--- src/icg_pkg.sv ---
// Function
// - Global enable gates every interrupt request.
// - Group enable gates all peripheral-group requests.
// - Edge select: 1 rising, 0 falling.
// - Flags set regardless of any enable.
// - Enable bit 5 gates timer overflow.
// - Enable bit 4 gates pin change.
// - Enable bit 0 gates external pin.
// - Enable bits 7-6, 3-1 read zero.
// - First-register sources skip group enable.
// - Pin-select register chooses external interrupt pin.
package icg_pkg;

  localparam int unsigned ICG_AW     = 3;
  localparam int unsigned ICG_DW     = 8;
  localparam int unsigned ICG_GPIO_N = 8;
  localparam int unsigned ICG_SEL_W  = 3;
  localparam int unsigned ICG_SRC_W  = 2;

  ////////////////////////////////////////////////////////////////////////////

  localparam logic [ICG_AW-1:0] ICG_ADDR_CTRL    = 3'h0;
  localparam logic [ICG_AW-1:0] ICG_ADDR_SRC_EN  = 3'h1;
  localparam logic [ICG_AW-1:0] ICG_ADDR_FLAGS   = 3'h2;
  localparam logic [ICG_AW-1:0] ICG_ADDR_PIN_SEL = 3'h3;
  localparam logic [ICG_AW-1:0] ICG_ADDR_PEND    = 3'h4;

  ////////////////////////////////////////////////////////////////////////////

  localparam int unsigned ICG_CTRL_GLB_BIT  = 7;
  localparam int unsigned ICG_CTRL_GRP_BIT  = 6;
  localparam int unsigned ICG_CTRL_EDGE_BIT = 0;
  localparam int unsigned ICG_TMR_BIT       = 5;
  localparam int unsigned ICG_PCHG_BIT      = 4;
  localparam int unsigned ICG_EXT_BIT       = 0;
  localparam int unsigned ICG_PEND_GRP_BIT  = 7;

  localparam logic [ICG_DW-1:0] ICG_CTRL_MASK = 8'hC1;
  localparam logic [ICG_DW-1:0] ICG_SRC_MASK  = 8'h31;

  ////////////////////////////////////////////////////////////////////////////

  localparam logic [ICG_DW-1:0]    ICG_CTRL_RST    = 8'h00;
  localparam logic [ICG_DW-1:0]    ICG_SRC_EN_RST  = 8'h00;
  localparam logic [ICG_DW-1:0]    ICG_FLAGS_RST   = 8'h00;
  localparam logic [ICG_SEL_W-1:0] ICG_PIN_SEL_RST = 3'h0;
  localparam logic [ICG_DW-1:0]    ICG_ZERO_BYTE   = 8'h00;

  localparam logic [ICG_SRC_W-1:0] ICG_SRC_EXT   = 2'h0;
  localparam logic [ICG_SRC_W-1:0] ICG_SRC_TMR   = 2'h1;
  localparam logic [ICG_SRC_W-1:0] ICG_SRC_PCHG  = 2'h2;
  localparam logic [ICG_SRC_W-1:0] ICG_SRC_GROUP = 2'h3;

endpackage

--- src/icg_core.sv ---
// The plain strobed port and the placing of the registers were left to the implementer.
`timescale 1ns/100ps
module icg_core (
  input  wire logic                           clk_sys,
  input  wire logic                           srst,
  input  wire logic                           ce,
  input  wire logic [icg_pkg::ICG_AW-1:0]     reg_addr,
  input  wire logic [icg_pkg::ICG_DW-1:0]     reg_wdata,
  input  wire logic                           reg_wr,
  input  wire logic                           reg_rd,
  output logic      [icg_pkg::ICG_DW-1:0]     reg_rdata,
  input  wire logic [icg_pkg::ICG_GPIO_N-1:0] gpio_in,
  input  wire logic                           timer_zero_overflow,
  input  wire logic                           pin_change_detect,
  input  wire logic                           periph_group_req,
  output logic                                irq_req,
  output logic      [icg_pkg::ICG_SRC_W-1:0]  irq_source
);
  import icg_pkg::*;

  ////////////////////////////////////////////////////////////////////////////

  typedef struct packed {
    logic [ICG_DW-1:0]    interrupt_control;
    logic [ICG_DW-1:0]    peripheral_interrupt_enable_zero;
    logic [ICG_DW-1:0]    irq_flags;
    logic [ICG_SEL_W-1:0] ext_pin_input_select;
    logic [ICG_DW-1:0]    rdata;
    logic                 irq;
    logic [ICG_SRC_W-1:0] src;
  } icg_state_s;

  icg_state_s st_q;
  icg_state_s st_d;

  logic [ICG_GPIO_N-1:0] gpio_sync;
  logic                  ext_level;
  logic                  ext_edge;
  logic                  global_irq_enable;
  logic                  peripheral_group_irq_enable;
  logic                  ext_pin_edge_select;
  logic [ICG_DW-1:0]     first_pending;
  logic                  group_pending;
  logic [ICG_DW-1:0]     pend_view;

  ////////////////////////////////////////////////////////////////////////////

  icg_sync #(
    .WIDTH (ICG_GPIO_N)
  ) u_sync (
    .clk_sys  (clk_sys),
    .srst     (srst),
    .ce       (ce),
    .async_in (gpio_in),
    .sync_out (gpio_sync)
  );

  // Changing the pin select may look like an edge on the new pin; software
  // should clear the external flag after moving the pin.
  assign ext_level = gpio_sync[st_q.ext_pin_input_select];

  icg_edge_detect u_edge (
    .clk_sys    (clk_sys),
    .srst       (srst),
    .ce         (ce),
    .level_in   (ext_level),
    .rise_sel   (ext_pin_edge_select),
    .edge_pulse (ext_edge)
  );

  ////////////////////////////////////////////////////////////////////////////

  assign global_irq_enable =
    st_q.interrupt_control[ICG_CTRL_GLB_BIT];
  assign peripheral_group_irq_enable =
    st_q.interrupt_control[ICG_CTRL_GRP_BIT];
  assign ext_pin_edge_select =
    st_q.interrupt_control[ICG_CTRL_EDGE_BIT];

  // First-register sources need only their own enable here.
  assign first_pending = st_q.irq_flags
                       & st_q.peripheral_interrupt_enable_zero
                       & ICG_SRC_MASK;
  assign group_pending = periph_group_req
                       & peripheral_group_irq_enable;

  always_comb begin
    pend_view                   = first_pending;
    pend_view[ICG_PEND_GRP_BIT] = group_pending;
  end

  ////////////////////////////////////////////////////////////////////////////

  always_comb begin
    st_d = st_q;

    if (reg_wr) begin
      unique case (reg_addr)
        ICG_ADDR_CTRL: begin
          st_d.interrupt_control = reg_wdata & ICG_CTRL_MASK;
        end
        ICG_ADDR_SRC_EN: begin
          // Unimplemented positions never store anything.
          st_d.peripheral_interrupt_enable_zero =
            reg_wdata & ICG_SRC_MASK;
        end
        ICG_ADDR_FLAGS: begin
          st_d.irq_flags = reg_wdata & ICG_SRC_MASK;
        end
        ICG_ADDR_PIN_SEL: begin
          st_d.ext_pin_input_select = reg_wdata[ICG_SEL_W-1:0];
        end
        default: begin
        end
      endcase
    end

    // Events are applied after the write so a set in the clearing cycle
    // is not lost; no enable takes part in setting a flag.
    if (timer_zero_overflow) begin
      st_d.irq_flags[ICG_TMR_BIT] = 1'b1;
    end
    if (pin_change_detect) begin
      st_d.irq_flags[ICG_PCHG_BIT] = 1'b1;
    end
    if (ext_edge) begin
      st_d.irq_flags[ICG_EXT_BIT] = 1'b1;
    end

    st_d.rdata = ICG_ZERO_BYTE;
    if (reg_rd) begin
      unique case (reg_addr)
        ICG_ADDR_CTRL: begin
          st_d.rdata = st_q.interrupt_control;
        end
        ICG_ADDR_SRC_EN: begin
          st_d.rdata = st_q.peripheral_interrupt_enable_zero;
        end
        ICG_ADDR_FLAGS: begin
          st_d.rdata = st_q.irq_flags;
        end
        ICG_ADDR_PIN_SEL: begin
          st_d.rdata = {{(ICG_DW-ICG_SEL_W){1'b0}},
                        st_q.ext_pin_input_select};
        end
        ICG_ADDR_PEND: begin
          st_d.rdata = pend_view;
        end
        default: begin
          st_d.rdata = ICG_ZERO_BYTE;
        end
      endcase
    end

    // The request is held off entirely while the global enable is low.
    st_d.irq = global_irq_enable
             & ((|first_pending) | group_pending);

    // Fixed priority picks which source the core should service first.
    if (first_pending[ICG_EXT_BIT]) begin
      st_d.src = ICG_SRC_EXT;
    end else if (first_pending[ICG_TMR_BIT]) begin
      st_d.src = ICG_SRC_TMR;
    end else if (first_pending[ICG_PCHG_BIT]) begin
      st_d.src = ICG_SRC_PCHG;
    end else begin
      st_d.src = ICG_SRC_GROUP;
    end
  end

  ////////////////////////////////////////////////////////////////////////////

  always_ff @(posedge clk_sys) begin
    if (srst) begin
      st_q.interrupt_control                <= ICG_CTRL_RST;
      st_q.peripheral_interrupt_enable_zero <= ICG_SRC_EN_RST;
      st_q.irq_flags                        <= ICG_FLAGS_RST;
      st_q.ext_pin_input_select             <= ICG_PIN_SEL_RST;
      st_q.rdata                            <= ICG_ZERO_BYTE;
      st_q.irq                              <= 1'b0;
      st_q.src                              <= ICG_SRC_EXT;
    end else if (ce) begin
      st_q <= st_d;
    end
  end

  assign reg_rdata  = st_q.rdata;
  assign irq_req    = st_q.irq;
  assign irq_source = st_q.src;

endmodule // icg_core

--- src/icg_sync.sv ---
`timescale 1ns/100ps
module icg_sync #(
  parameter int unsigned WIDTH = 8
) (
  input  wire logic             clk_sys,
  input  wire logic             srst,
  input  wire logic             ce,
  input  wire logic [WIDTH-1:0] async_in,
  output logic      [WIDTH-1:0] sync_out
);
  import icg_pkg::*;

  typedef struct packed {
    logic [WIDTH-1:0] meta;
    logic [WIDTH-1:0] stable;
  } icg_sync_s;

  icg_sync_s st_q;
  icg_sync_s st_d;

  // Only the second stage is visible outside; the first may be metastable.
  always_comb begin
    st_d        = st_q;
    st_d.meta   = async_in;
    st_d.stable = st_q.meta;
  end

  always_ff @(posedge clk_sys) begin
    if (srst) begin
      st_q <= '0;
    end else if (ce) begin
      st_q <= st_d;
    end
  end

  assign sync_out = st_q.stable;

endmodule // icg_sync

--- src/icg_edge_detect.sv ---
`timescale 1ns/100ps
module icg_edge_detect (
  input  wire logic clk_sys,
  input  wire logic srst,
  input  wire logic ce,
  input  wire logic level_in,
  input  wire logic rise_sel,
  output logic      edge_pulse
);
  import icg_pkg::*;

  typedef struct packed {
    logic prev;
    logic pulse;
  } icg_edge_s;

  icg_edge_s st_q;
  icg_edge_s st_d;

  always_comb begin
    st_d      = st_q;
    st_d.prev = level_in;
    if (rise_sel) begin
      st_d.pulse = level_in & ~st_q.prev;
    end else begin
      st_d.pulse = ~level_in & st_q.prev;
    end
  end

  always_ff @(posedge clk_sys) begin
    if (srst) begin
      st_q <= '0;
    end else if (ce) begin
      st_q <= st_d;
    end
  end

  assign edge_pulse = st_q.pulse;

endmodule // icg_edge_detect

--- config.mk ---
export PLATFORM = sky130hd
export DESIGN_NAME = icg_core
export DESIGN_NICKNAME = d
export VERILOG_FILES = /design/src/icg_pkg.sv /design/src/icg_core.sv /design/src/icg_sync.sv /design/src/icg_edge_detect.sv
export SDC_FILE = /design/constraint.sdc
export NUM_CORES = 1
export LEC_CHECK = 0
export BUFFER_PORTS_ARGS = -buffer_cell sky130_fd_sc_hd__buf_2
export CORE_MARGIN = 4
export CORE_UTILIZATION = 41
export CTS_BUF_LIST = sky130_fd_sc_hd__clkbuf_4
export CTS_CLUSTER_SIZE = 40
export DETAILED_ROUTE_END_ITERATION = 10
export PLACE_DENSITY = 0.68
export SYNTH_ARGS = -nofsm -noshare
export SYNTH_HDL_FRONTEND = slang
export SYNTH_SLANG_ARGS = --single-unit
--- constraint.sdc ---
create_clock -name clk_sys -period 5.3 [get_ports clk_sys]
set_clock_uncertainty 0.2 [all_clocks]
set_input_delay 1.06 -clock clk_sys [delete_from_list [all_inputs] [get_ports clk_sys]]
set_output_delay 1.06 -clock clk_sys [all_outputs]
set_load 0.1 [all_outputs]
# Word-level counts from Yosys, hierarchy flattened
# Cells that the tools add are included.
dict set report totals {
  ff_bits 41
  elab_cells 54
}
dict set report op_classes {
  n_reduce_logical 14
  bitwise 8
  mux 14
  n_eq_ne 4
  n_lt_le_gt_ge 1
}
# op count
set op_table {}
lappend op_table {{$pmux 8 s5} 1}
lappend op_table {{$reduce_and 3->1} 6}
lappend op_table {{$reduce_bool 2->1} 6}
lappend op_table {{$mux 9} 1}
lappend op_table {{$mux 8} 1}
lappend op_table {{$and 6x6->6} 1}
lappend op_table {{$eq 3x2->1 const B} 2}
lappend op_table {{$mux 1} 6}
lappend op_table {{$mux 6} 1}
lappend op_table {{$and 1x1->1} 4}
lappend op_table {{$lt 3x4->1 const B} 1}
lappend op_table {{$mux 2} 2}
lappend op_table {{$bmux 1 s3} 1}
lappend op_table {{$eq 3x1->1 const B} 1}
lappend op_table {{$eq 3x3->1 const B} 1}
lappend op_table {{$logic_not 3->1} 1}
lappend op_table {{$mux 3} 1}
lappend op_table {{$reduce_or 3->1} 1}
lappend op_table {{$not 1->1} 2}
lappend op_table {{$or 1x1->1} 1}

# Longest topological paths before layout
dict set report logic_depth {
  word_depth 5
  depth_mapped 5
  mapped_depth_nobuf 4
}

# By module
# From an unflattened synthesis, not the netlist that was laid out.
dict set report hier_totals {
  cells_unflattened 192
  hier_area_um2 1853.0
}
# module cells_each instances area_each_um2
set modules_own_cells {}
lappend modules_own_cells {icg_core 132 1 1183.6}
lappend modules_own_cells {icg_sync 52 1 580.6}
lappend modules_own_cells {icg_edge_detect 8 1 88.8}

# Worst setup path after synthesis
# OpenSTA, ideal clock, no wires.
dict set report synth_timing {
  path_kind {input to register}
  start {input port reg_addr[1] (netlist bit)}
  end {register st_q[22] (netlist bit)}
  stages 5
  setup_ns 0.128
  n_path_buf 1
  slack_ns 2.906
  arrival_time_ns 2.066
  path_cell_list {clkbuf_1 nor3b_1 nor2b_1 mux2i_1 nor2_1}
}
dict set report synth_between {
  elab_chain_len 2
}
# item line_no
set synth_lines {}
lappend synth_lines {{from (decl)} icg_core.sv:7} ;# input wire logic [icg_pkg::ICG_AW-1:0] reg_addr,
lappend synth_lines {{$eq 3x1->1} icg_core.sv:98} ;# unique case (reg_addr)
lappend synth_lines {{$reduce_and 3->1 (no line)} n/a}
lappend synth_lines {{to (signal assigned)} icg_core.sv:183} ;# st_q <= st_d;
lappend synth_lines {{to (decl)} icg_core.sv:33} ;# icg_state_s st_q;
# Every way passes these cells.
# A chain may end at the register's enable or synchronous reset.

# Final worst setup path
dict set report layout_timing {
  start {input port ce}
  end {register st_q, in the netlist peripheral_group_irq_enable}
}
dict set report layout_between {
  elab_chain_len 1
}
# item line_no
set layout_lines {}
lappend layout_lines {{from (decl)} icg_core.sv:6} ;# input wire logic ce,
lappend layout_lines {{$reduce_and 3->1 (no line)} n/a}
# Every way passes these cells.

==> impl_metrics.json <==
{
  "syn_area_per_cell_um2": 9.100,
  "hold_viol": 0,
  "drt_wl_total_mm": 3.476,
  "nFillCells": 424,
  "place_area_um2": 1921,
  "grt_pass1_vias": 1247,
  "dp_hpwl_mm": 2.417,
  "cpPeakStageDelay_ns": 0.64,
  "worst_r2r_endpoint": "u_edge.edge_pulse$_SDFFE_PP0P_",
  "ff_latch_area_um2": 800.8,
  "post-cts-setup-buffer-count": 0,
  "synth_edf_count": 0,
  "fin_nets": 246,
  "path_cells": "buf_2 -> nand2_1 -> nor2b_1 -> mux2i_1 -> nor2_1",
  "max_cap_viol_count": 0,
  "vias": 1394,
  "clk_latency_ns": 0.35,
  "drc": 0,
  "ys_seq_area_frac": 0.4444,
  "grt_pass1_wl_mm": 5.685,
  "syn_area_um2": 1802,
  "clock_sinks": 40,
  "synth_nets": 225,
  "hold_path.class": "flop to flop",
  "synth_ff_type": "dfxtp_1",
  "cts_root_buf": "clkbuf_4",
  "wire_per_inst_um": 12.87,
  "ant_nets": 0,
  "max_slew_margin": 0.4370,
  "cts-htree-levels": 2,
  "die-area_um2": 5519,
  "required_ns": 5.34,
  "drive_gt1_frac": 0.2000,
  "crit_fanout": 39,
  "numCtsBuffers": 5,
  "arrival_ns": 2.70,
  "async_flop_share": 0,
  "cp-end-kind": "flop",
  "cts_resized": 0,
  "start_util": 0.4378,
  "cp_slowest_cell": "buf_2",
  "fin_util": 0.4871,
  "startpoint": "ce",
  "multi_input_area_um2": 863.3,
  "tritoncts": "yes",
  "endpoint": "peripheral_group_irq_enable$_SDFFE_PP0P_",
  "rsz0062_at_grt": "no",
  "area_growth_pct": 11.25,
  "cp-start-kind": "primary input",
  "tightest_slew_ns": 0.8445,
  "drt_iter0_drc": 87,
  "p_leak_uw": 0.0008091,
  "r2r_start": "st_q[11]$_SDFFE_PP0P_",
  "grt_max_degree": 42,
  "fin_tns_setup_ns": 0,
  "yosysWarnings": 0,
  "place.gp.congestion": 0.8366,
  "fin_crit_ns": 2.659,
  "hold_buffers": 0,
  "synth-seq-cells": 40,
  "rows": 23,
  "clk_pin_slew_ns": 0.13,
  "status": "completed",
  "grt_usage": 0.1357,
  "via_per_inst": 5.163,
  "antenna_found_initial": 0,
  "syn_inst": 198,
  "cts_buffer_depth": 2,
  "peakVddDrop_mv": 0.2138,
  "critical_path_class": "primary input to flop",
  "dieWidth_um": 74.29,
  "diodes": 0,
  "ioPinCount": 38,
  "ys_types": 31,
  "overflow": 0,
  "reg2regPathDepth": 4,
  "r2r_setup_slack_ns": 3.47,
  "io_buffers": 35,
  "slew_violations": 0,
  "setup_viol": 0,
  "fin_area_um2": 2004,
  "coreArea_um2": 4115,
  "post-route-period-util": 0.5017,
  "fmax_ghz": 0.3761,
  "dr.pass1.iters": 4,
  "dieHeight_um": 74.29,
  "cellPowerDensity_nw_per_um2": 293.2
}
stage by stage:
stage	worst slack, ns	hold slack, ns	instances	power, uW
6_report	2.641	0.2736	270	587.6
5_1_grt	2.498	0.2964	270	613.8
4_1_cts	2.640	0.2771	270	593.3
3_5_place_dp	2.257	0.2568	262	385.6
3_3_place_gp	2.266	0.2537	262	385.0
2_1_floorplan	2.906	0.2463	198	370.0
final cells by class:
| cell class | instances | share of cell area |
|---|---|---|
| Tap cell | 50 | 0.03121 |
| Clock inverter | 3 | 0.02310 |
| Multi-Input combinational cell | 132 | 0.4307 |
| Clock buffer | 5 | 0.01873 |
| Sequential cell | 40 | 0.3995 |
| Timing Repair Buffer | 35 | 0.08739 |
| Inverter | 5 | 0.009363 |
Yosys cell counts (all sizes together) (3+ instances only):
cell    count  area, um2
a21oi      12      60.06
a221oi      3      26.28
buf        13      88.83
clkbuf      8      30.03
dfxtp      40      800.8
inv         5      18.77
mux2i      26      260.3
nand2       9      33.78
nand2b      6      37.54
nand3b      5      37.54
nor2       35      131.4
nor2b       4      25.02
o21ai       8      40.04
flip-flops by register name (all words and copies together) (netlist names):
signal	flops
u_edge.edge_pulse	1
ext_pin_edge_select	1
u_sync.sync_out	8
peripheral_group_irq_enable	1
u_sync.st_d	8
u_edge.st_q	1
global_irq_enable	1
irq_source	2
reg_rdata	7
irq_req	1
st_q	9
cells in the final DEF (no fill, tap or decap), types with 2 or more instances in the layout:
master / n
inv_1: 5
o21ai_0: 8
nand3_1: 2
a22oi_1: 2
nand2b_1: 6
buf_2: 35
nor2_1: 35
mux2i_1: 26
nand4_1: 2
nor3b_1: 2
dfxtp_1: 40
mux4_1: 2
a21o_1: 2
nand2_1: 9
a21oi_1: 12
a211o_1: 2
a211oi_1: 2
nor2b_1: 4
a221oi_1: 3
nand3b_1: 5
clkbuf_4: 5
critical path: cells and delay by family:
kind / cells / cell delay [ns]
AND/OR/NAND/NOR: 3 / 0.77
multiplexers: 1 / 0.23
buffers and inverters: 1 / 0.64
cell families (layout without fill, tap and decap cells):
logic type,after synthesis,count (layout),share of synthesized area
compound gates,34,34,0.1194
buf+inv,26,48,0.07639
flops,40,40,0.4444
mux,28,28,0.1736
other cells,1,1,0.002081
simple gates,69,69,0.1840
power by group:
group | internal (uW) | switching (uW)
combinational | 22.3 | 39.2
sequential | 311 | 6.22
clock | 101 | 108
total | 434 | 154
per-layer routing:
layer,share of wire,global-route usage
met5,0,0
met2,0.44,0.2165
met3,0.061,0.03919
met1,0.48,0.1711
met4,0.018,0.05929
worst min path at each step:
stage	slack [ns]	endpoint	start	cells after the start
detailed placement	0.26	reg_rdata[6]$_SDFFE_PP0P_	reg_rdata[6]$_SDFFE_PP0P_	2
CTS	0.28	reg_rdata[4]$_SDFFE_PP0P_	reg_rdata[4]$_SDFFE_PP0P_	2
floorplan	0.25	reg_rdata[4]$_SDFFE_PP0P_	reg_rdata[4]$_SDFFE_PP0P_	2
global route	0.30	reg_rdata[5]$_SDFFE_PP0P_	reg_rdata[5]$_SDFFE_PP0P_	2
global placement	0.25	reg_rdata[6]$_SDFFE_PP0P_	reg_rdata[6]$_SDFFE_PP0P_	2
finish	0.27	reg_rdata[4]$_SDFFE_PP0P_	reg_rdata[4]$_SDFFE_PP0P_	2
No activity file was read; power rests on OpenSTA's default activity.
